**config.mk**
```make
export PLATFORM = sky130hd
export DESIGN_NAME = spwm_top
export DESIGN_NICKNAME = d
export VERILOG_FILES = /design/src/core/spwm_pkg.sv /design/src/core/spwm_top.sv /design/src/core/spwm_timer.sv /design/src/core/spwm_wb_slave.sv
export SDC_FILE = /design/constraint.sdc
export NUM_CORES = 1
export LEC_CHECK = 0
export ABC_AREA = 1
export BUFFER_PORTS_ARGS = -buffer_cell sky130_fd_sc_hd__clkbuf_2
export CORE_ASPECT_RATIO = 0.75
export CORE_MARGIN = 2
export CORE_UTILIZATION = 50
export CTS_CLUSTER_DIAMETER = 60
export DETAILED_ROUTE_END_ITERATION = 6
export PLACE_DENSITY = 0.81
export SKIP_LAST_GASP = 1
export SYNTH_ARGS = -nofsm -noshare
export SYNTH_HDL_FRONTEND = slang
export SYNTH_SLANG_ARGS = --single-unit
export TNS_END_PERCENT = 20
```
**constraint.sdc**
```tcl
create_clock -name i_clock -period 5.55 [get_ports i_clock]
set_input_delay 0.2775 -clock i_clock [delete_from_list [all_inputs] [get_ports i_clock]]
set_output_delay 0.2775 -clock i_clock [all_outputs]
set_load 0.02 [all_outputs]
```
**src/core/spwm_pkg.sv**
```systemverilog
// register map, field layout and timing constants of the standard modulator
package spwm_pkg;
   // register word indices; byte address is four times the index
   localparam logic [5:0] IDX_CONTROL = 6'h00;
   localparam logic [5:0] IDX_DUTY_UPPER = 6'h01;
   localparam logic [5:0] IDX_DUTY_SHADOW = 6'h02;
   localparam logic [5:0] IDX_TIMER_SEL = 6'h03;
   localparam logic [5:0] IDX_FLAGS = 6'h04;
   localparam logic [5:0] IDX_PIN_DIR = 6'h05;
   // timer n owns indices IDX_TIMER_BASE + 4*n + sub-index
   localparam logic [5:0] IDX_TIMER_BASE = 6'h08;
   localparam logic [3:0] TIMER_BASE_WORD = 4'h2;
   localparam logic [1:0] SUB_PERIOD = 2'h0;
   localparam logic [1:0] SUB_TCTRL = 2'h1;
   localparam logic [1:0] SUB_COUNT = 2'h2;
   // pwm_control fields
   localparam int CTRL_MODE_MSB = 3;
   localparam int CTRL_MODE_LSB = 2;
   localparam logic [1:0] MODE_PWM = 2'h3;
   localparam int CTRL_DLOW_MSB = 5;
   localparam int CTRL_DLOW_LSB = 4;
   // timer_control fields
   localparam int TCTRL_ON_BIT = 2;
   localparam int TCTRL_PS_MSB = 1;
   localparam int TCTRL_PS_LSB = 0;
   localparam int TCTRL_W = 7;
   // prescale_select codes and last prescaler count per timer step
   localparam logic [1:0] PS_1 = 2'h0;
   localparam logic [1:0] PS_4 = 2'h1;
   localparam logic [5:0] PRE_LIMIT_1 = 6'h03;
   localparam logic [5:0] PRE_LIMIT_4 = 6'h0F;
   localparam logic [5:0] PRE_LIMIT_16 = 6'h3F;
   // reset values
   localparam logic [7:0] RST_BYTE = 8'h00;
   localparam logic RST_PIN_DIR = 1'b1;
   localparam logic [1:0] RST_TSEL = 2'h0;
endpackage

```
**src/core/spwm_top.sv**
```systemverilog
// standard single-output pwm generator with selectable period timers
// Functional notes
// - Waveform appears on one output pin with up to 10-bit duty resolution.
// - Writing zero to the control register releases the pin and clears its latch.
// - Period comes from one of three 8-bit timers, chosen by a 2-bit field.
// - Period equals (period value + 1) x 4 clocks x prescale ratio.
// - Timer clears to zero on the step after it equals the period value.
// - Pin goes high at each period start unless the new duty is zero.
// - Each period start copies the writable duty into the shadow duty.
// - The timer postscaler has no effect on the waveform period.
// - Duty is upper byte as 8 MSBs plus control bits 5:4 as LSBs.
// - Duty writes are accepted anytime but act only from the next period.
// - In pwm mode the shadow duty register ignores software writes.
// - High time equals the 10-bit duty x one clock x prescale ratio.
// - Time base is the 8-bit timer extended by two clock or prescaler bits.
// - Pin goes low when the time base equals the 10-bit shadow duty.
// - A duty beyond the period leaves the pin high for the whole period.
// - Sleep freezes timers and state while the pin keeps its level.
//
// Decided for this implementation: the register addresses and the Wishbone register port.
`timescale 1ns/100ps
module spwm_top import spwm_pkg::*; #(
   parameter int N_TIMERS = 3
) (
   // clock and reset
   input wire logic i_clock,
   input wire logic i_reset,
   // wishbone register bus
   input wire logic i_wb_cyc,
   input wire logic i_wb_stb,
   input wire logic i_wb_we,
   input wire logic [7:0] i_wb_adr,
   input wire logic [3:0] i_wb_sel,
   input wire logic [31:0] i_wb_dat,
   output logic [31:0] o_wb_dat,
   output logic o_wb_ack,
   // power state
   input wire logic i_sleep,
   // output pin
   output logic o_pwm_out,
   output logic o_pwm_oe
);
   if (N_TIMERS < 1 || N_TIMERS > 4) begin : g_bad_timers
      $error("N_TIMERS must lie in 1..4 for a 2-bit select");
   end

   // register state
   logic [7:0] ctrl_q;
   logic [7:0] ctrl_d;
   logic [7:0] duty_upper_q;
   logic [7:0] duty_upper_d;
   logic [7:0] shadow_q;
   logic [7:0] shadow_d;
   logic [1:0] shadow_low_q;
   logic [1:0] shadow_low_d;
   logic [1:0] tsel_q;
   logic [1:0] tsel_d;
   logic [N_TIMERS-1:0] flag_q;
   logic [N_TIMERS-1:0] flag_d;
   logic pin_dir_q;
   logic pin_dir_d;
   logic pin_q;
   logic pin_d;
   logic start_q;
   logic start_d;
   logic [7:0] period_q [N_TIMERS];
   logic [7:0] period_d [N_TIMERS];
   logic [TCTRL_W-1:0] tctl_q [N_TIMERS];
   logic [TCTRL_W-1:0] tctl_d [N_TIMERS];

   // timer outputs
   logic [7:0] t_count [N_TIMERS];
   logic [1:0] t_low [N_TIMERS];
   logic [N_TIMERS-1:0] t_end;

   // bus side
   logic [5:0] idx;
   logic [7:0] wdata;
   logic wr;
   logic [31:0] rdata;

   // datapath
   logic pwm_mode;
   logic [1:0] sel;
   logic [9:0] time_base;
   logic [9:0] duty_next;
   logic [9:0] duty_live;
   logic boundary;
   logic [3:0] tnum;
   logic in_timer;

   spwm_wb_slave u_bus (
      .i_clock(i_clock),
      .i_reset(i_reset),
      .i_wb_cyc(i_wb_cyc),
      .i_wb_stb(i_wb_stb),
      .i_wb_we(i_wb_we),
      .i_wb_adr(i_wb_adr),
      .i_wb_sel(i_wb_sel),
      .i_wb_dat(i_wb_dat),
      .o_wb_dat(o_wb_dat),
      .o_wb_ack(o_wb_ack),
      .i_rdata(rdata),
      .o_idx(idx),
      .o_wdata(wdata),
      .o_wr(wr)
   );

   // postscale bits sit in tctl_q[6:3] and are never looked at here
   for (genvar n = 0; n < N_TIMERS; n++) begin : g_timer
      spwm_timer u_timer (
         .i_clock(i_clock),
         .i_reset(i_reset),
         .i_freeze(i_sleep),
         .i_on(tctl_q[n][TCTRL_ON_BIT]),
         .i_prescale(tctl_q[n][TCTRL_PS_MSB:TCTRL_PS_LSB]),
         .i_period(period_q[n]),
         .o_count(t_count[n]),
         .o_low(t_low[n]),
         .o_tick(),
         .o_period_end(t_end[n])
      );
   end

   // selection and compare datapath
   always_comb begin
      pwm_mode = (ctrl_q[CTRL_MODE_MSB:CTRL_MODE_LSB] == MODE_PWM);
      // an unbuilt timer code falls back to timer 0
      sel = (32'(tsel_q) < N_TIMERS) ? tsel_q : 2'h0;
      time_base = {t_count[sel], t_low[sel]};
      duty_next = {duty_upper_q, ctrl_q[CTRL_DLOW_MSB:CTRL_DLOW_LSB]};
      duty_live = {shadow_q, shadow_low_q};
      boundary = pwm_mode & t_end[sel];
      tnum = idx[5:2] - TIMER_BASE_WORD;
      in_timer = (idx >= IDX_TIMER_BASE) && (32'(tnum) < N_TIMERS) && (idx[1:0] <= SUB_COUNT);
   end

   // register writes, flags and pin latch
   always_comb begin
      ctrl_d = ctrl_q;
      duty_upper_d = duty_upper_q;
      shadow_d = shadow_q;
      shadow_low_d = shadow_low_q;
      tsel_d = tsel_q;
      pin_dir_d = pin_dir_q;
      period_d = period_q;
      tctl_d = tctl_q;
      // a match in the same cycle as a clear keeps the flag set
      flag_d = flag_q | t_end;
      if (wr) begin
         unique case (idx)
            IDX_CONTROL: ctrl_d = wdata;
            IDX_DUTY_UPPER: duty_upper_d = wdata;
            IDX_DUTY_SHADOW: begin
               if (!pwm_mode) begin
                  shadow_d = wdata;
               end
            end
            IDX_TIMER_SEL: tsel_d = wdata[1:0];
            IDX_FLAGS: flag_d = (flag_q & ~wdata[N_TIMERS-1:0]) | t_end;
            IDX_PIN_DIR: pin_dir_d = wdata[0];
            default: begin
               if (in_timer) begin
                  for (int n = 0; n < N_TIMERS; n++) begin
                     if (32'(tnum) == n && idx[1:0] == SUB_PERIOD) begin
                        period_d[n] = wdata;
                     end
                     if (32'(tnum) == n && idx[1:0] == SUB_TCTRL) begin
                        tctl_d[n] = wdata[TCTRL_W-1:0];
                     end
                  end
               end
            end
         endcase
      end
      // the writable duty reaches the compare only at a period start
      if (boundary) begin
         shadow_d = duty_next[9:2];
         shadow_low_d = duty_next[1:0];
      end
      // the pin rises one clock after the boundary: with a registered pin
      // this keeps a duty of n high for exactly n time-base steps
      // a start still pending when sleep begins waits for wake-up
      start_d = i_sleep ? start_q : boundary;
      pin_d = pin_q;
      if (ctrl_q == RST_BYTE) begin
         pin_d = 1'b0;
      end else if (pwm_mode && !i_sleep) begin
         if (start_q) begin
            pin_d = (duty_live != 10'h000);
         end else if (time_base == duty_live) begin
            // a duty past the period never matches, so the pin stays high
            pin_d = 1'b0;
         end
      end
   end

   always_ff @(posedge i_clock) begin
      if (i_reset) begin
         ctrl_q <= RST_BYTE;
         duty_upper_q <= RST_BYTE;
         shadow_q <= RST_BYTE;
         shadow_low_q <= 2'h0;
         tsel_q <= RST_TSEL;
         flag_q <= '0;
         pin_dir_q <= RST_PIN_DIR;
         pin_q <= 1'b0;
         start_q <= 1'b0;
         for (int n = 0; n < N_TIMERS; n++) begin
            period_q[n] <= RST_BYTE;
            tctl_q[n] <= '0;
         end
      end else begin
         ctrl_q <= ctrl_d;
         duty_upper_q <= duty_upper_d;
         shadow_q <= shadow_d;
         shadow_low_q <= shadow_low_d;
         tsel_q <= tsel_d;
         flag_q <= flag_d;
         pin_dir_q <= pin_dir_d;
         pin_q <= pin_d;
         start_q <= start_d;
         period_q <= period_d;
         tctl_q <= tctl_d;
      end
   end

   // read mux; unmapped words and bits above each register's width read zero
   always_comb begin
      rdata = 32'h00000000;
      unique case (idx)
         IDX_CONTROL: rdata[7:0] = ctrl_q;
         IDX_DUTY_UPPER: rdata[7:0] = duty_upper_q;
         IDX_DUTY_SHADOW: rdata[7:0] = shadow_q;
         IDX_TIMER_SEL: rdata[1:0] = tsel_q;
         IDX_FLAGS: rdata[N_TIMERS-1:0] = flag_q;
         IDX_PIN_DIR: rdata[0] = pin_dir_q;
         default: begin
            if (in_timer) begin
               for (int n = 0; n < N_TIMERS; n++) begin
                  if (32'(tnum) == n) begin
                     unique case (idx[1:0])
                        SUB_PERIOD: rdata[7:0] = period_q[n];
                        SUB_TCTRL: rdata[TCTRL_W-1:0] = tctl_q[n];
                        default: rdata[7:0] = t_count[n];
                     endcase
                  end
               end
            end
         end
      endcase
   end

   // pin is driven only in pwm mode with the direction bit cleared
   assign o_pwm_oe = pwm_mode & ~pin_dir_q;
   assign o_pwm_out = pin_q;

   chk_pin_release: assert property (@(posedge i_clock) disable iff (i_reset)
      (ctrl_q == 8'h00) |-> (!o_pwm_oe ##1 !o_pwm_out))
      else $error("pin still driven with control cleared");
   chk_pin_set: assert property (@(posedge i_clock) disable iff (i_reset)
      (start_q && pwm_mode && !i_sleep && duty_live != 10'h000) |=> o_pwm_out)
      else $error("pin not set at period start");
   chk_zero_duty: assert property (@(posedge i_clock) disable iff (i_reset)
      (start_q && pwm_mode && !i_sleep && duty_live == 10'h000) |=> !o_pwm_out)
      else $error("pin set with zero duty");
   chk_shadow_load: assert property (@(posedge i_clock) disable iff (i_reset)
      boundary |=> (duty_live == $past(duty_next)))
      else $error("shadow duty not loaded at period start");
   chk_shadow_ro: assert property (@(posedge i_clock) disable iff (i_reset)
      (pwm_mode && !boundary) |=> $stable(duty_live))
      else $error("shadow duty changed inside a period");
   chk_match_clear: assert property (@(posedge i_clock) disable iff (i_reset)
      (pwm_mode && !i_sleep && !start_q && ctrl_q != 8'h00 && time_base == duty_live) |=> !o_pwm_out)
      else $error("pin not cleared at duty match");
   chk_sleep_freeze: assert property (@(posedge i_clock) disable iff (i_reset)
      (i_sleep && ctrl_q != 8'h00) |=> ($stable(o_pwm_out) && $stable(time_base)))
      else $error("state moved during sleep");
   chk_period_wrap: assert property (@(posedge i_clock) disable iff (i_reset)
      t_end[sel] |=> (t_count[$past(sel)] == 8'h00))
      else $error("selected timer not cleared at period end");
   chk_upper_write: assert property (@(posedge i_clock) disable iff (i_reset)
      (wr && idx == IDX_DUTY_UPPER && !boundary) |=> (duty_upper_q == $past(wdata) && $stable(duty_live)))
      else $error("duty write reached the compare early");
   // pin timing between period start and duty match
   chk_pin_hold: assert property (@(posedge i_clock) disable iff (i_reset)
      (pwm_mode && !i_sleep && !start_q && time_base != duty_live) |=> $stable(o_pwm_out))
      else $error("pin moved away from period start and duty match");
   chk_sleep_start: assert property (@(posedge i_clock) disable iff (i_reset)
      (i_sleep && start_q) |=> start_q)
      else $error("pending period start lost in sleep");
   chk_oe_gate: assert property (@(posedge i_clock) disable iff (i_reset)
      (pin_dir_q || !pwm_mode) |-> !o_pwm_oe)
      else $error("pin driven while direction is input or mode is off");
   chk_low_pair: assert property (@(posedge i_clock) disable iff (i_reset)
      boundary |=> (shadow_low_q == $past(ctrl_q[CTRL_DLOW_MSB:CTRL_DLOW_LSB])))
      else $error("duty low bits not taken from control");
   chk_shadow_write: assert property (@(posedge i_clock) disable iff (i_reset)
      (wr && idx == IDX_DUTY_SHADOW && !pwm_mode) |=> (shadow_q == $past(wdata)))
      else $error("shadow duty write lost outside pwm mode");
   // reset itself is the antecedent, so no disable here
   chk_reset_state: assert property (@(posedge i_clock)
      $past(i_reset) |-> (!o_pwm_out && !o_pwm_oe && duty_live == 10'h000 && duty_upper_q == 8'h00))
      else $error("state not cleared by reset");
endmodule // spwm_top

```
**src/core/spwm_timer.sv**
```systemverilog
// 8-bit period timer with prescaler and 2-bit fine time base
`timescale 1ns/100ps
module spwm_timer import spwm_pkg::*; (
   // clock and reset
   input wire logic i_clock,
   input wire logic i_reset,
   // control
   input wire logic i_freeze,
   input wire logic i_on,
   input wire logic [1:0] i_prescale,
   input wire logic [7:0] i_period,
   // state
   output logic [7:0] o_count,
   output logic [1:0] o_low,
   output logic o_tick,
   output logic o_period_end
);
   logic [5:0] pre_q;
   logic [5:0] pre_d;
   logic [5:0] limit;
   logic [7:0] cnt_q;
   logic [7:0] cnt_d;
   logic run;

   always_comb begin
      unique case (i_prescale)
         PS_1: begin
            limit = PRE_LIMIT_1;
            o_low = pre_q[1:0];
         end
         PS_4: begin
            limit = PRE_LIMIT_4;
            o_low = pre_q[3:2];
         end
         default: begin
            limit = PRE_LIMIT_16;
            o_low = pre_q[5:4];
         end
      endcase
      run = i_on & ~i_freeze;
      // >= so a prescale lowered mid-step cannot strand the counter
      o_tick = run & (pre_q >= limit);
      o_period_end = o_tick & (cnt_q == i_period);
      pre_d = pre_q;
      cnt_d = cnt_q;
      if (o_tick) begin
         pre_d = 6'h00;
         cnt_d = (cnt_q == i_period) ? 8'h00 : cnt_q + 8'h01;
      end else if (run) begin
         pre_d = pre_q + 6'h01;
      end
   end

   always_ff @(posedge i_clock) begin
      if (i_reset) begin
         pre_q <= 6'h00;
         cnt_q <= 8'h00;
      end else begin
         pre_q <= pre_d;
         cnt_q <= cnt_d;
      end
   end

   assign o_count = cnt_q;

   chk_step_of_four: assert property (@(posedge i_clock) disable iff (i_reset)
      (o_tick && i_prescale == PS_1) |=> !o_tick [*3])
      else $error("timer stepped sooner than four clocks");
   chk_timer_wrap: assert property (@(posedge i_clock) disable iff (i_reset)
      o_period_end |=> (o_count == 8'h00))
      else $error("timer not cleared after period match");
   chk_count_holds: assert property (@(posedge i_clock) disable iff (i_reset)
      !o_tick |=> $stable(o_count))
      else $error("timer moved without a step");
endmodule // spwm_timer

```
**src/core/spwm_wb_slave.sv**
```systemverilog
// classic wishbone slave front end: one wait state, registered read data
`timescale 1ns/100ps
module spwm_wb_slave (
   // clock and reset
   input wire logic i_clock,
   input wire logic i_reset,
   // wishbone
   input wire logic i_wb_cyc,
   input wire logic i_wb_stb,
   input wire logic i_wb_we,
   input wire logic [7:0] i_wb_adr,
   input wire logic [3:0] i_wb_sel,
   input wire logic [31:0] i_wb_dat,
   output logic [31:0] o_wb_dat,
   output logic o_wb_ack,
   // register file side
   input wire logic [31:0] i_rdata,
   output logic [5:0] o_idx,
   output logic [7:0] o_wdata,
   output logic o_wr
);
   logic ack_q;
   logic ack_d;
   logic [31:0] dat_q;
   logic [31:0] dat_d;
   logic req;

   always_comb begin
      req = i_wb_cyc & i_wb_stb;
      ack_d = req & ~ack_q;
      dat_d = dat_q;
      if (req && !ack_q) begin
         dat_d = i_rdata;
      end
      // write lands on the edge where the master sees ack
      o_wr = req & i_wb_we & ack_q & i_wb_sel[0];
   end

   always_ff @(posedge i_clock) begin
      if (i_reset) begin
         ack_q <= 1'b0;
         dat_q <= 32'h00000000;
      end else begin
         ack_q <= ack_d;
         dat_q <= dat_d;
      end
   end

   assign o_idx = i_wb_adr[7:2];
   assign o_wdata = i_wb_dat[7:0];
   assign o_wb_ack = ack_q;
   assign o_wb_dat = dat_q;
endmodule // spwm_wb_slave

```
==> impl_table.tex, run 1 <==
\begin{tabular}{lr}
\hline
Metric & Value \\
\hline
\multicolumn{2}{l}{\textbf{Logic synthesis}} \\
\quad Cells after Synth & around 1100 \\
\quad Post-Synth Simple-Gate Area & 27.78\% \\
\quad Commonest cells post-synth & sky130\_fd\_sc\_hd\_\_nand2\_1 (190), sky130\_fd\_sc\_hd\_\_dfxtp\_1 (130), sky130\_fd\_sc\_hd\_\_inv\_1 (118) \\
\quad Sequential fraction of the synthesis area & between 30\% and 40\% \\
\quad Synthesized flop and latch total & 130 \\
\quad Top post-synthesis cells by area & sky130\_fd\_sc\_hd\_\_dfxtp\_1 (34\%), sky130\_fd\_sc\_hd\_\_nand2\_1 (9.3\%), sky130\_fd\_sc\_hd\_\_a21oi\_1 (6.9\%) \\
\quad Most common cell in the synthesized netlist & sky130\_fd\_sc\_hd\_\_nand2\_1 \\
\quad Synthesized area divided by synthesized cell count & about 7.0 µm² \\
\quad Library cell with the largest summed area after synthesis & sky130\_fd\_sc\_hd\_\_dfxtp\_1 \\
\quad XOR/XNOR Fraction of Synth Area & $\sim$4.5\% \\
\quad Yosys Warn Count & 0 \\
\quad Fraction of synthesized area in multiplexers & 0\% \\
\quad Main combinational cell family by area after synthesis & simple AND/OR/NAND/NOR gates \\
\quad Number of distinct library cells after synthesis & approximately 50 \\
\quad Synthesized-area fraction occupied by ao, oa, aoi and oai cells & between 10\% and 20\% \\
\quad Share of synthesized registers carrying an async set or reset & 0\% \\
\quad Count of flip-flops with a built-in enable after synthesis & 0 \\
\quad Most used DFF post-synth & sky130\_fd\_sc\_hd\_\_dfxtp\_1 \\
\quad Share of Yosys cell area claimed by the top area cell type & around 34\% \\
\quad Post-synthesis share of cell area spent on full adders, half adders and majority gates & under 10\% \\
\quad Netlist Area Pre-Place & approximately 7700 µm² \\
\multicolumn{2}{l}{\textbf{Worst setup path}} \\
\quad Cell breakdown of the critical path & nand4\_1, nor3\_2, nand2\_1, o21ai\_0, a21oi\_1 \\
\quad Arrival time of data at the critical path endpoint & 2.71 ns \\
\quad Highest cell delay on the worst timing path & a little over 0.6 ns \\
\quad CP endpoint kind & register \\
\quad Slowest library cell on the worst path & sky130\_fd\_sc\_hd\_\_nand4\_1 \\
\quad Required time of the worst setup path & $\sim$5.9 ns \\
\quad Startpoint kind of the worst setup timing path & register \\
\quad Worst Path Max Fanout & 16 \\
\quad Crit Path Category & register to register \\
\multicolumn{2}{l}{\textbf{Route}} \\
\quad Final wirelength & between 20000 and 25000 µm \\
\quad Top metal layer carrying routed signals & met4 \\
\quad Sum of met2 wire segment lengths after detailed routing & around 9000 µm \\
\quad Remaining routing DRC violations & 0 \\
\quad Post-DRT Antenna Nets & 0 \\
\quad Post-detailed-route via-to-cell ratio & 5.619 \\
\quad Number of design-rule violations left by the first detailed-router iteration & 993 \\
\quad Length of routed met3 wiring & $\sim$2600 µm \\
\quad Detailed-routing wirelength on met1 & 9970 µm \\
\quad Routed len/inst & 16.75 µm \\
\quad Routed via count & 7400 \\
\quad Drt pass-1 iters & 6 \\
\multicolumn{2}{l}{\textbf{Power}} \\
\quad Peak supply drop & approximately 0.26 mV \\
\quad Total power per unit cell area & between 200 and 300 nW/µm² \\
\quad Cell leakage power & between 3 and 4 nW \\
\multicolumn{2}{l}{\textbf{Clocking}} \\
\quad Clock Pin Slew Worst Setup and Hold Paths & roughly 0.06 ns \\
\quad Number of setup buffers added after CTS & 0 \\
\quad Clock buffer depth & 2 \\
\quad Clock latency at the later pin of the worst-skew pair & around 0.43 ns \\
\quad Total CTS buffers & 17 \\
\quad CTS H-tree lvls & 4 \\
\quad TritonCTS clock tree & built \\
\quad Root Driver & sky130\_fd\_sc\_hd\_\_clkbuf\_16 \\
\quad Number of gates resized after cts & 0 \\
\quad Post-CTS Hold Fix Bufs & 0 \\
\quad Clock sink count & 130 \\
\multicolumn{2}{l}{\textbf{STA}} \\
\quad Count of endpoints failing setup in the final report & 0 \\
\quad Maximum clock frequency & 415.7 MHz \\
\quad Worst-margin pin slew & approximately 0.92 ns \\
\quad Shortest period the worst path allows & about 2.4 ns \\
\quad Max-slew violations & 0 \\
\quad Setup tns final & 0 ns \\
\quad Count of endpoints failing hold in the final timing report & 0 \\
\quad Worst-case clock skew & 0.007135 ns \\
\quad Relative slew slack & 38.19\% \\
\quad Post-route fraction of the period consumed by the critical path & 43.34\% \\
\quad Unrepaired setup endpoints after global routing & false \\
\multicolumn{2}{l}{\textbf{Global route}} \\
\quad Wire length of the first global-routing pass & $\sim$36000 µm \\
\quad Overflow left after global routing & 0 \\
\quad Number of global-route vias before repair & roughly 6700 \\
\quad Largest net degree at the start of global routing & 73 \\
\quad GR Util All Layers & around 28\% \\
\quad Number of antenna violations at the first check in global routing & 0 \\
\multicolumn{2}{l}{\textbf{Outcome}} \\
\quad Outcome & finished, final reports clean \\
\multicolumn{2}{l}{\textbf{Job}} \\
\quad Maximum capacitance violations & 0 \\
\multicolumn{2}{l}{\textbf{Final layout}} \\
\quad Total inserted antenna cells & 0 \\
\quad Synth-to-layout area growth & 9.173\% \\
\quad Post-layout instance count excluding filler cells & approximately 1300 \\
\quad Final Net Count & 1162 \\
\quad Share of cells above drive strength 1 & 12.23\% \\
\multicolumn{2}{l}{\textbf{Worst hold path}} \\
\quad HP Class & input port to register \\
\multicolumn{2}{l}{\textbf{Die}} \\
\quad DIE WIDTH & approximately 150 µm \\
\quad Num rows & 39 \\
\quad Number of I/O pins & 85 \\
\quad Core region area & about 15000 µm² \\
\quad Total die area & 16320 µm² \\
\quad Starting density of the core & $\sim$51\% \\
\quad Height of the chip & about 110 µm \\
\multicolumn{2}{l}{\textbf{Place}} \\
\quad Placer's final routability congestion estimate & 1.003 \\
\quad Dpl cells & $\sim$1300 \\
\quad Port-buffer cells & 31 \\
\quad Detailed Place HPWL & around 16000 µm \\
\hline
\end{tabular}
[cells in the final DEF, fill, tap and decap left out, types with 3 or more instances in the layout]
master,n
sky130_fd_sc_hd__o21ai_1,32
sky130_fd_sc_hd__xor2_1,38
sky130_fd_sc_hd__nand4_1,24
sky130_fd_sc_hd__dfxtp_1,130
sky130_fd_sc_hd__a21oi_1,106
sky130_fd_sc_hd__clkinvlp_4,6
sky130_fd_sc_hd__nor2_4,10
sky130_fd_sc_hd__and3_1,5
sky130_fd_sc_hd__inv_1,118
sky130_fd_sc_hd__nand3_1,43
sky130_fd_sc_hd__nand2_2,7
sky130_fd_sc_hd__o21ai_0,83
sky130_fd_sc_hd__inv_2,19
sky130_fd_sc_hd__a221oi_1,5
sky130_fd_sc_hd__nor4_1,5
sky130_fd_sc_hd__inv_6,4
sky130_fd_sc_hd__nand3_4,3
sky130_fd_sc_hd__a211oi_1,7
sky130_fd_sc_hd__o221ai_1,4
sky130_fd_sc_hd__a31oi_1,9
sky130_fd_sc_hd__nor3b_1,7
sky130_fd_sc_hd__conb_1,24
sky130_fd_sc_hd__nand2_4,4
sky130_fd_sc_hd__o22ai_1,18
sky130_fd_sc_hd__ha_1,13
sky130_fd_sc_hd__clkbuf_2,31
sky130_fd_sc_hd__o211ai_1,3
sky130_fd_sc_hd__nor3_2,8
sky130_fd_sc_hd__o21a_1,3
sky130_fd_sc_hd__nor3_1,18
sky130_fd_sc_hd__nor2_2,8
sky130_fd_sc_hd__nor2_1,81
sky130_fd_sc_hd__clkbuf_16,17
sky130_fd_sc_hd__nand2_1,190
[worst max-delay path, delay by kind of cell, from the launching register on]
family	cells	cell delay [ns]
compound gates	2	0.39
flops	1	0.35
simple gates	3	1.52
[power by group]
| group | leakage, nW | total, mW | internal (mW) | switching, mW |
|---|---|---|---|---|
| sequential | 1.05 | 0.939 | 0.937 | 0.00235 |
| combinational | 2.00 | 0.126 | 0.0266 | 0.0996 |
| clock | 0.256 | 1.08 | 0.621 | 0.464 |
| total | 3.31 | 2.15 | 1.58 | 0.566 |
[layout make-up]
class	instances	area, µm²
Timing Repair Buffer	33	170.2
Clock buffer	18	429.2
Sequential cell	130	2603
Clock inverter	14	132.6
Fill cell	1377	6724
Inverter	141	534.3
Tap cell	205	256.5
Multi-Input combinational cell	776	4229
[flip-flops by register name, indices dropped and copies added (netlist names), 3 cells and up]
name and cells:
period_q 24, duty_upper_q 8, g_timer.u_timer.o_count 24, g_timer.u_timer.pre_q 18
u_bus.o_wb_dat 8, shadow_q 8, tctl_q 21, flag_q 3
ctrl_q 8
[path summary, 6_finish.rpt]
check,to,from,depth (start not counted),slack (ns)
setup / recovery,period_q[2],u_bus.o_wb_ack,5,3.14
hold reg to reg,tctl_q[11],tctl_q[11],2,0.45
hold / removal,ctrl_q[7],i_wb_dat[7],3,0.24
setup reg to reg,period_q[2],u_bus.o_wb_ack,5,3.14
[metrics by stage]
stage	total power, mW	cell area (µm²)	worst slack (ns)	hold WS (ns)	util (%)
after floorplan	1.052	7739	3.642	0.3560	-
after global placement	1.080	7792	2.910	0.4330	51.68
after detailed placement	1.082	7792	2.847	0.4387	51.68
after CTS	2.149	8354	3.222	0.2285	55.41
after global routing	2.207	8354	2.964	0.2404	55.41
final	2.150	8354	3.145	0.2424	55.41
[routing by layer]
layer,vias up,GRT usage (%)
li1,3611,-
met1,3366,41.22
met2,375,38.09
met3,48,7.078
met4,0,10.23
met5,-,0
[cell families (layout without fill, tap and decap cells)]
| kind of cell | after synthesis | in the layout |
|---|---|---|
| compound gates | 277 | 277 |
| xor+xnor | 39 | 39 |
| fa+ha+maj | 13 | 13 |
| buf+inv | 203 | 206 |
| flops | 130 | 130 |
| other cells | 1 | 24 |
| simple gates | 423 | 423 |
Power figures use the tool's default switching activity.
==> run 2, diff against run 1 <==
==> constraint.sdc (replaced) <==
create_clock -name i_clock -period 2.4 [get_ports i_clock]
set_input_delay 0.12 -clock i_clock [delete_from_list [all_inputs] [get_ports i_clock]]
set_output_delay 0.12 -clock i_clock [all_outputs]
set_load 0.02 [all_outputs]
==> impl_table.tex, run 2 (synthesized netlist as in run 1, its figures left out) <==
\begin{tabular}{lr}
\hline
Metric & Value \\
\hline
\multicolumn{2}{l}{\textbf{Route}} \\
\quad Top metal layer carrying routed signals & met4 \\
\quad Routed via count & 7608 \\
\quad Detailed-routing wirelength on met1 & a little under 10000 µm \\
\quad Final wirelength & approximately 23000 µm \\
\quad Number of design-rule violations left by the first detailed-router iteration & approximately 1000 \\
\quad Sum of met2 wire segment lengths after detailed routing & $\sim$9500 µm \\
\quad Drt pass-1 iters & 5 \\
\quad Routed len/inst & roughly 17 µm \\
\quad Remaining routing DRC violations & 0 \\
\quad Post-detailed-route via-to-cell ratio & 5.695 \\
\quad Length of routed met3 wiring & roughly 2500 µm \\
\quad Post-DRT Antenna Nets & 0 \\
\multicolumn{2}{l}{\textbf{Power}} \\
\quad Sequential Power Share & a little over two fifths \\
\quad Total power per unit cell area & 609.9 nW/µm² \\
\quad Power share of the combinational group & under 10\% \\
\quad Clock power share & between 50\% and 60\% \\
\quad Switching part of the total & between 20\% and 30\% \\
\quad Total Power & about 5.2 mW \\
\quad Net switching component of the power & about 1.3 mW \\
\quad Cell leakage power & roughly 3.4 nW \\
\quad Internal power of the cells & $\sim$3.9 mW \\
\quad Peak supply drop & between 0.5 and 0.6 mV \\
\multicolumn{2}{l}{\textbf{Final layout}} \\
\quad Post-route cell area & roughly 8600 µm² \\
\quad Post-layout instance count excluding filler cells & about 1300 \\
\quad Layout Utilization & around 57\% \\
\quad Commonest non-fill, non-tap cell in the layout & sky130\_fd\_sc\_hd\_\_nand2\_1 \\
\quad Final Net Count & 1181 \\
\quad Area occupied by multi-input gates & approximately 4200 µm² \\
\quad Total inserted antenna cells & 0 \\
\quad Highest-count cells in the layout ignoring fill and taps & sky130\_fd\_sc\_hd\_\_nand2\_1 (190), sky130\_fd\_sc\_hd\_\_dfxtp\_1 (130), sky130\_fd\_sc\_hd\_\_inv\_1 (118), sky130\_fd\_sc\_hd\_\_a21oi\_1 (106), sky130\_fd\_sc\_hd\_\_o21ai\_0 (83) \\
\quad Synth-to-layout area growth & 11.94\% \\
\quad Layout filler cell count & around 1300 \\
\quad Area taken by flip-flops and latches & about 2600 µm² \\
\quad Share of cells above drive strength 1 & between 10\% and 20\% \\
\multicolumn{2}{l}{\textbf{Clocking}} \\
\quad Root Driver & sky130\_fd\_sc\_hd\_\_clkbuf\_16 \\
\quad Number of gates resized after cts & 0 \\
\quad Clock Pin Slew Worst Setup and Hold Paths & about 0.070 ns \\
\quad Clock buffer depth & 2 \\
\quad CTS H-tree lvls & 4 \\
\quad Clock latency at the later pin of the worst-skew pair & 0.43 ns \\
\quad TritonCTS clock tree & built \\
\quad Post-CTS Hold Fix Bufs & 0 \\
\quad Total CTS buffers & 17 \\
\quad Number of setup buffers added after CTS & 0 \\
\quad Clock sink count & 130 \\
\multicolumn{2}{l}{\textbf{Worst setup path}} \\
\quad Slowest library cell on the worst path & sky130\_fd\_sc\_hd\_\_dfxtp\_1 \\
\quad Critical Path Sink & shadow\_q[1] \\
\quad Register-to-register setup slack & 0.34 ns \\
\quad Crit Path Category & register to register \\
\quad CP endpoint kind & register \\
\quad Worst Reg2Reg Path Length in Cells & 12 \\
\quad Worst setup path startpoint & tctl\_q[8] \\
\quad Number of logic stages on the critical path including buffering & 12 \\
\quad Startpoint kind of the worst setup timing path & register \\
\quad Top cell family by delay on the critical path & simple AND/OR/NAND/NOR gates \\
\quad Cell breakdown of the critical path & inv\_2, ha\_1, nand2\_1, o21a\_1, nand2\_1, nand3\_4, nand2\_4, nand2\_8, nor2\_8, nand2\_1, nand2\_1, a21oi\_1 \\
\quad Arrival time of data at the critical path endpoint & around 2.4 ns \\
\quad Required time of the worst setup path & 2.70 ns \\
\quad Worst Path Max Fanout & 10 \\
\quad Combined buffer and inverter count along the critical path & 1 \\
\quad Crit Reg-Reg Endpoint & shadow\_q[1] \\
\quad Highest cell delay on the worst timing path & 0.38 ns \\
\quad R2R Path Start & tctl\_q[8] \\
\quad Cell with the most instances on the worst path & sky130\_fd\_sc\_hd\_\_nand2\_1 \\
\multicolumn{2}{l}{\textbf{STA}} \\
\quad Final worst setup slack & roughly 0.34 ns \\
\quad Unrepaired setup endpoints after global routing & false \\
\quad Setup tns final & 0 ns \\
\quad Post-route fraction of the period consumed by the critical path & 85.77\% \\
\quad Count of endpoints failing hold in the final timing report & 0 \\
\quad Count of endpoints failing setup in the final report & 0 \\
\quad Shortest period the worst path allows & about 2 ns \\
\quad Max-slew violations & 0 \\
\quad Worst-case clock skew & approximately 0.0076 ns \\
\quad Relative slew slack & between 40\% and 50\% \\
\quad Maximum clock frequency & approximately 490 MHz \\
\quad Worst-margin pin slew & 0.8003 ns \\
\quad Hold Slack & about 0.087 ns \\
\multicolumn{2}{l}{\textbf{Global route}} \\
\quad Number of global-route vias before repair & 6924 \\
\quad Largest net degree at the start of global routing & between 70 and 80 \\
\quad Wire length of the first global-routing pass & 36670 µm \\
\quad Number of antenna violations at the first check in global routing & 0 \\
\quad GR Util All Layers & 28.48\% \\
\quad Overflow left after global routing & 0 \\
\multicolumn{2}{l}{\textbf{Place}} \\
\quad Port-buffer cells & 31 \\
\quad Placer's final routability congestion estimate & 1.043 \\
\quad Worst slack at placement & approximately 0.31 ns \\
\quad Dpl cells & approximately 1300 \\
\quad Area of placed instances & approximately 7900 µm² \\
\quad Detailed Place HPWL & about 16000 µm \\
\multicolumn{2}{l}{\textbf{Die}} \\
\quad Total die area & roughly 16000 µm² \\
\quad DIE WIDTH & roughly 150 µm \\
\quad Starting density of the core & between 50\% and 60\% \\
\quad Num rows & 39 \\
\quad Height of the chip & between 100 and 150 µm \\
\quad Number of I/O pins & 85 \\
\quad Core region area & approximately 15000 µm² \\
\multicolumn{2}{l}{\textbf{Job}} \\
\quad Maximum capacitance violations & 0 \\
\multicolumn{2}{l}{\textbf{Worst hold path}} \\
\quad HP Class & input port to register \\
\quad Cell depth of the worst min-delay path & 3 \\
\multicolumn{2}{l}{\textbf{Outcome}} \\
\quad Outcome & finished, final reports clean \\
\hline
\end{tabular}
-- run 2: power groups by stage --
stage	combinational, mW	clock, mW	sequential [mW]
global route	0.326	2.85	2.17
global placement	0.288	0	2.22
detailed placement	0.292	0	2.22
finish	0.306	2.75	2.17
CTS	0.296	2.74	2.17
floorplan	0.203	0	2.23
-- run 2: layout make-up --
| type | instances | share of cell area [%] |
|---|---|---|
| multi-input combinational | 776 | 49.37 |
| sequential | 130 | 30.38 |
| inverter | 141 | 6.237 |
| clock buffer | 18 | 5.127 |
| timing repair buffer | 52 | 3.798 |
| tap | 205 | 2.994 |
| clock inverter | 14 | 2.089 |
-- run 2: layer usage --
layer  vias up  track usage [%]
li1       3652                -
met1      3474            39.86
met2       415            41.38
met3        67            7.695
met4         0            11.59
met5         -                0
-- run 2: worst register-to-register path, cell delays in order, from the launching register on --
cell and delay (ns):
sky130_fd_sc_hd__dfxtp_1 0.38, sky130_fd_sc_hd__inv_2 0.10, sky130_fd_sc_hd__ha_1 0.30, sky130_fd_sc_hd__nand2_1 0.08, sky130_fd_sc_hd__o21a_1 0.19, sky130_fd_sc_hd__nand2_1 0.13
sky130_fd_sc_hd__nand3_4 0.14, sky130_fd_sc_hd__nand2_4 0.12, sky130_fd_sc_hd__nand2_8 0.09, sky130_fd_sc_hd__nor2_8 0.17, sky130_fd_sc_hd__nand2_1 0.08, sky130_fd_sc_hd__nand2_1 0.09
sky130_fd_sc_hd__a21oi_1 0.07
-- run 2: worst min path at each step --
stage / from / slack, ns / endpoint
2_1_floorplan: i_reset / 0.20 / duty_upper_q[0]
3_3_place_gp: tctl_q[19] / 0.43 / tctl_q[19]
3_5_place_dp: tctl_q[12] / 0.44 / tctl_q[12]
4_1_cts: i_wb_dat[7] / 0.09 / ctrl_q[7]
5_1_grt: i_wb_dat[7] / 0.09 / ctrl_q[7]
6_report: i_wb_dat[7] / 0.09 / ctrl_q[7]
==> run 3, diff against run 2 <==
--- a/config.mk
+++ b/config.mk
@@ -5,7 +5,6 @@
 export SDC_FILE = /design/constraint.sdc
 export NUM_CORES = 1
 export LEC_CHECK = 0
-export ABC_AREA = 1
 export BUFFER_PORTS_ARGS = -buffer_cell sky130_fd_sc_hd__clkbuf_2
 export CORE_ASPECT_RATIO = 0.75
 export CORE_MARGIN = 2
==> impl_table.tex, run 3 <==
\begin{tabular}{lr}
\hline
Metric & Value \\
\hline
\multicolumn{2}{l}{\textbf{Logic synthesis}} \\
\quad Library cell with the largest summed area after synthesis & sky130\_fd\_sc\_hd\_\_dfxtp\_1 \\
\quad Sequential fraction of the synthesis area & 34.43\% \\
\quad Number of distinct library cells after synthesis & 65 \\
\quad Most used DFF post-synth & sky130\_fd\_sc\_hd\_\_dfxtp\_1 \\
\quad Synthesized area divided by synthesized cell count & about 8.5 µm² \\
\quad Count of flip-flops with a built-in enable after synthesis & 0 \\
\quad Synthesized flop and latch total & 130 \\
\quad Commonest cells post-synth & sky130\_fd\_sc\_hd\_\_dfxtp\_1 (130), sky130\_fd\_sc\_hd\_\_nor2\_1 (117), sky130\_fd\_sc\_hd\_\_nand2\_1 (86) \\
\quad Netlist Area Pre-Place & between 7000 and 8000 µm² \\
\quad Cells after Synth & a little under 900 \\
\quad Share of Yosys cell area claimed by the top area cell type & 34.43\% \\
\quad Top post-synthesis cells by area & sky130\_fd\_sc\_hd\_\_dfxtp\_1 (34\%), sky130\_fd\_sc\_hd\_\_mux2i\_1 (10\%), sky130\_fd\_sc\_hd\_\_xor2\_1 (6.7\%) \\
\quad Yosys Warn Count & 0 \\
\quad Share of synthesized registers carrying an async set or reset & 0\% \\
\quad Most common cell in the synthesized netlist & sky130\_fd\_sc\_hd\_\_dfxtp\_1 \\
\multicolumn{2}{l}{\textbf{Clocking}} \\
\quad TritonCTS clock tree & built \\
\quad Clock sink count & between 100 and 150 \\
\quad Clock buffer depth & 2 \\
\quad Clock latency at the later pin of the worst-skew pair & 0.42 ns \\
\quad Post-CTS Hold Fix Bufs & 0 \\
\quad CTS H-tree lvls & 4 \\
\quad Root Driver & sky130\_fd\_sc\_hd\_\_clkbuf\_16 \\
\quad Total CTS buffers & 17 \\
\quad Clock Pin Slew Worst Setup and Hold Paths & about 0.060 ns \\
\multicolumn{2}{l}{\textbf{Worst setup path}} \\
\quad CP endpoint kind & register \\
\quad Cell breakdown of the critical path & inv\_2, ha\_4, or3b\_4, o221ai\_4, o211ai\_1, o32a\_2, nand2\_4, mux2\_4 \\
\quad Arrival time of data at the critical path endpoint & roughly 2.8 ns \\
\quad Worst Path Max Fanout & 5 \\
\quad Startpoint kind of the worst setup timing path & register \\
\quad Combined buffer and inverter count along the critical path & 1 \\
\quad Crit Path Category & register to register \\
\quad Highest cell delay on the worst timing path & between 0.4 and 0.5 ns \\
\quad Top cell family by delay on the critical path & compound AO/OA/AOI/OAI gates \\
\quad Required time of the worst setup path & between 2 and 3 ns \\
\quad Slowest library cell on the worst path & sky130\_fd\_sc\_hd\_\_o32a\_2 \\
\multicolumn{2}{l}{\textbf{Route}} \\
\quad Post-detailed-route via-to-cell ratio & around 6.0 \\
\quad Drt pass-1 iters & 6 \\
\quad Routed len/inst & between 15 and 20 µm \\
\quad Remaining routing DRC violations & 0 \\
\quad Routed via count & slightly below 7000 \\
\quad Number of design-rule violations left by the first detailed-router iteration & approximately 820 \\
\quad Final wirelength & 22010 µm \\
\quad Post-DRT Antenna Nets & 0 \\
\multicolumn{2}{l}{\textbf{Global route}} \\
\quad Number of global-route vias before repair & approximately 6400 \\
\quad Number of antenna violations at the first check in global routing & 0 \\
\quad Wire length of the first global-routing pass & roughly 34000 µm \\
\quad Largest net degree at the start of global routing & 46 \\
\quad GR Util All Layers & a little over a quarter \\
\quad Overflow left after global routing & 0 \\
\multicolumn{2}{l}{\textbf{STA}} \\
\quad Count of endpoints failing hold in the final timing report & 0 \\
\quad Worst-margin pin slew & $\sim$0.7 ns \\
\quad Final worst setup slack & -0.05627 ns \\
\quad Maximum clock frequency & between 400 and 500 MHz \\
\quad Count of endpoints failing setup in the final report & 8 \\
\quad Unrepaired setup endpoints after global routing & true \\
\quad Max-slew violations & 0 \\
\quad Post-route fraction of the period consumed by the critical path & 102.3\% \\
\quad Worst-case clock skew & about 0.0084 ns \\
\quad Shortest period the worst path allows & about 2.5 ns \\
\quad Relative slew slack & between 50\% and 60\% \\
\multicolumn{2}{l}{\textbf{Place}} \\
\quad Area of placed instances & between 8000 and 9000 µm² \\
\quad Port-buffer cells & 31 \\
\quad Dpl cells & between 1000 and 1500 \\
\quad Placer's final routability congestion estimate & between 0.9 and 1 \\
\quad Detailed Place HPWL & 15300 µm \\
\multicolumn{2}{l}{\textbf{Die}} \\
\quad Height of the chip & between 100 and 150 µm \\
\quad Starting density of the core & 51.78\% \\
\quad Core region area & about 15000 µm² \\
\quad Total die area & 16130 µm² \\
\quad DIE WIDTH & 146.0 µm \\
\quad Number of I/O pins & 85 \\
\quad Num rows & 38 \\
\multicolumn{2}{l}{\textbf{Final layout}} \\
\quad Area taken by flip-flops and latches & about 2600 µm² \\
\quad Total inserted antenna cells & 0 \\
\quad Highest-count cells in the layout ignoring fill and taps & sky130\_fd\_sc\_hd\_\_dfxtp\_1 (129), sky130\_fd\_sc\_hd\_\_nor2\_1 (117), sky130\_fd\_sc\_hd\_\_nand2\_1 (86), sky130\_fd\_sc\_hd\_\_mux2i\_1 (77), sky130\_fd\_sc\_hd\_\_buf\_4 (67) \\
\quad Commonest non-fill, non-tap cell in the layout & sky130\_fd\_sc\_hd\_\_dfxtp\_1 \\
\quad Share of cells above drive strength 1 & 18.60\% \\
\quad Synth-to-layout area growth & 17.45\% \\
\quad Post-route cell area & 8877 µm² \\
\quad Final Net Count & between 1000 and 1500 \\
\quad Layout Utilization & between 60\% and 70\% \\
\quad Area occupied by multi-input gates & between 4000 and 5000 µm² \\
\quad Layout filler cell count & between 1000 and 1500 \\
\quad Post-layout instance count excluding filler cells & roughly 1200 \\
\multicolumn{2}{l}{\textbf{Power}} \\
\quad Cell leakage power & about 3.7 nW \\
\quad Internal power of the cells & roughly 4.1 mW \\
\quad Power share of the combinational group & under 10\% \\
\quad Total power per unit cell area & between 600 and 700 nW/µm² \\
\quad Peak supply drop & 0.5091 mV \\
\quad Clock power share & a little over half \\
\quad Switching part of the total & between 20\% and 30\% \\
\quad Net switching component of the power & between 1 and 1.5 mW \\
\quad Total Power & $\sim$5.4 mW \\
\quad Sequential Power Share & around two fifths \\
\multicolumn{2}{l}{\textbf{Job}} \\
\quad Maximum capacitance violations & 0 \\
\multicolumn{2}{l}{\textbf{Outcome}} \\
\quad Outcome & complete, but fails checks \\
\quad Violations in the final reports & negative setup slack \\
\multicolumn{2}{l}{\textbf{Worst hold path}} \\
\quad HP Class & input port to register \\
\hline
\end{tabular}
-- run 3: cell count changes in the layout (fill, tap and decap cells not counted), sizes merged, moves of 16 or more --
cell   before  now
nor2      101  117
o22ai      18    2
buf        21   69
mux2        0   24
mux2i       0   77
a21oi     107   48
nand2     203   88
xor2       38   58
o21ai     115   20
inv       142   13
nor3       28    6
-- run 3: routing by layer --
metal	GRT usage, %	up-vias	wire length, µm
met2	38.49	423	9026
met4	8.026	0	557
met1	38.59	3261	9714
met5	0	-	0
met3	8.223	60	2714
li1	-	3170	-
-- run 3: layout make-up --
type | instances | share of cell area [%]
clock inverter | 14 | 2.579
tap | 200 | 2.819
sequential | 130 | 29.33
clock buffer | 18 | 4.947
multi-input combinational | 684 | 52.01
inverter | 12 | 0.5074
timing repair buffer | 99 | 7.808
-- run 3: path summary, 6_finish.rpt --
| path | from | end | slack, ns | cells past startpoint |
|---|---|---|---|---|
| max | tctl_q[1] | shadow_q[3] | -0.06 | 8 |
| min | i_wb_stb | u_bus.o_wb_ack | 0.08 | 4 |
| max reg2reg | tctl_q[1] | shadow_q[3] | -0.06 | 8 |
| min reg2reg | tctl_q[5] | tctl_q[5] | 0.46 | 2 |
-- run 3: power by group through the flow --
stage / sequential, mW / combinational (mW) / clock, mW
after floorplan: 2.23 / 0.205 / 0
after global placement: 2.22 / 0.278 / 0
after detailed placement: 2.22 / 0.279 / 0
after CTS: 2.17 / 0.281 / 2.94
after global routing: 2.17 / 0.303 / 3.05
final: 2.17 / 0.290 / 2.93
-- run 3: worst register-to-register path, cell delays in order (launching register included) --
cell                       delay [ns]
sky130_fd_sc_hd__dfxtp_2         0.33
sky130_fd_sc_hd__inv_2           0.05
sky130_fd_sc_hd__ha_4            0.25
sky130_fd_sc_hd__or3b_4          0.39
sky130_fd_sc_hd__o221ai_4        0.22
sky130_fd_sc_hd__o211ai_1        0.15
sky130_fd_sc_hd__o32a_2          0.46
sky130_fd_sc_hd__nand2_4         0.17
sky130_fd_sc_hd__mux2_4          0.32
-- run 3: kinds of logic (layout without fill, tap and decap cells) --
kind of cell	after synthesis	after routing	synth area share, %
mux	110	110	16.45
buf+inv	101	143	6.472
flops	130	130	34.43
compound gates	117	117	10.06
other cells	1	24	0.04961
xor+xnor	74	74	8.575
simple gates	345	346	21.80
fa+ha+maj	13	13	2.152
-- run 3: stage by stage --
stage	setup TNS, ns	hold slack [ns]	setup WS (ns)
4_1_cts	-0.1696	0.07662	-0.02994
3_5_place_dp	-0.003175	0.4500	-0.003175
3_3_place_gp	0	0.4443	0.05183
6_report	-0.4198	0.08156	-0.05627
2_1_floorplan	0	0.2639	0.03688
5_1_grt	-1.154	0.1012	-0.1161
-- run 3: repair_timing --
action / CTS / global route
cloned: 0 / 1
endpoints found under the hold margin: 0 / 0
setup buffers: 1 / 3
resized for setup: 1 / 12
pin swaps: 1 / 6
endpoints found under the setup margin: 8 / 17
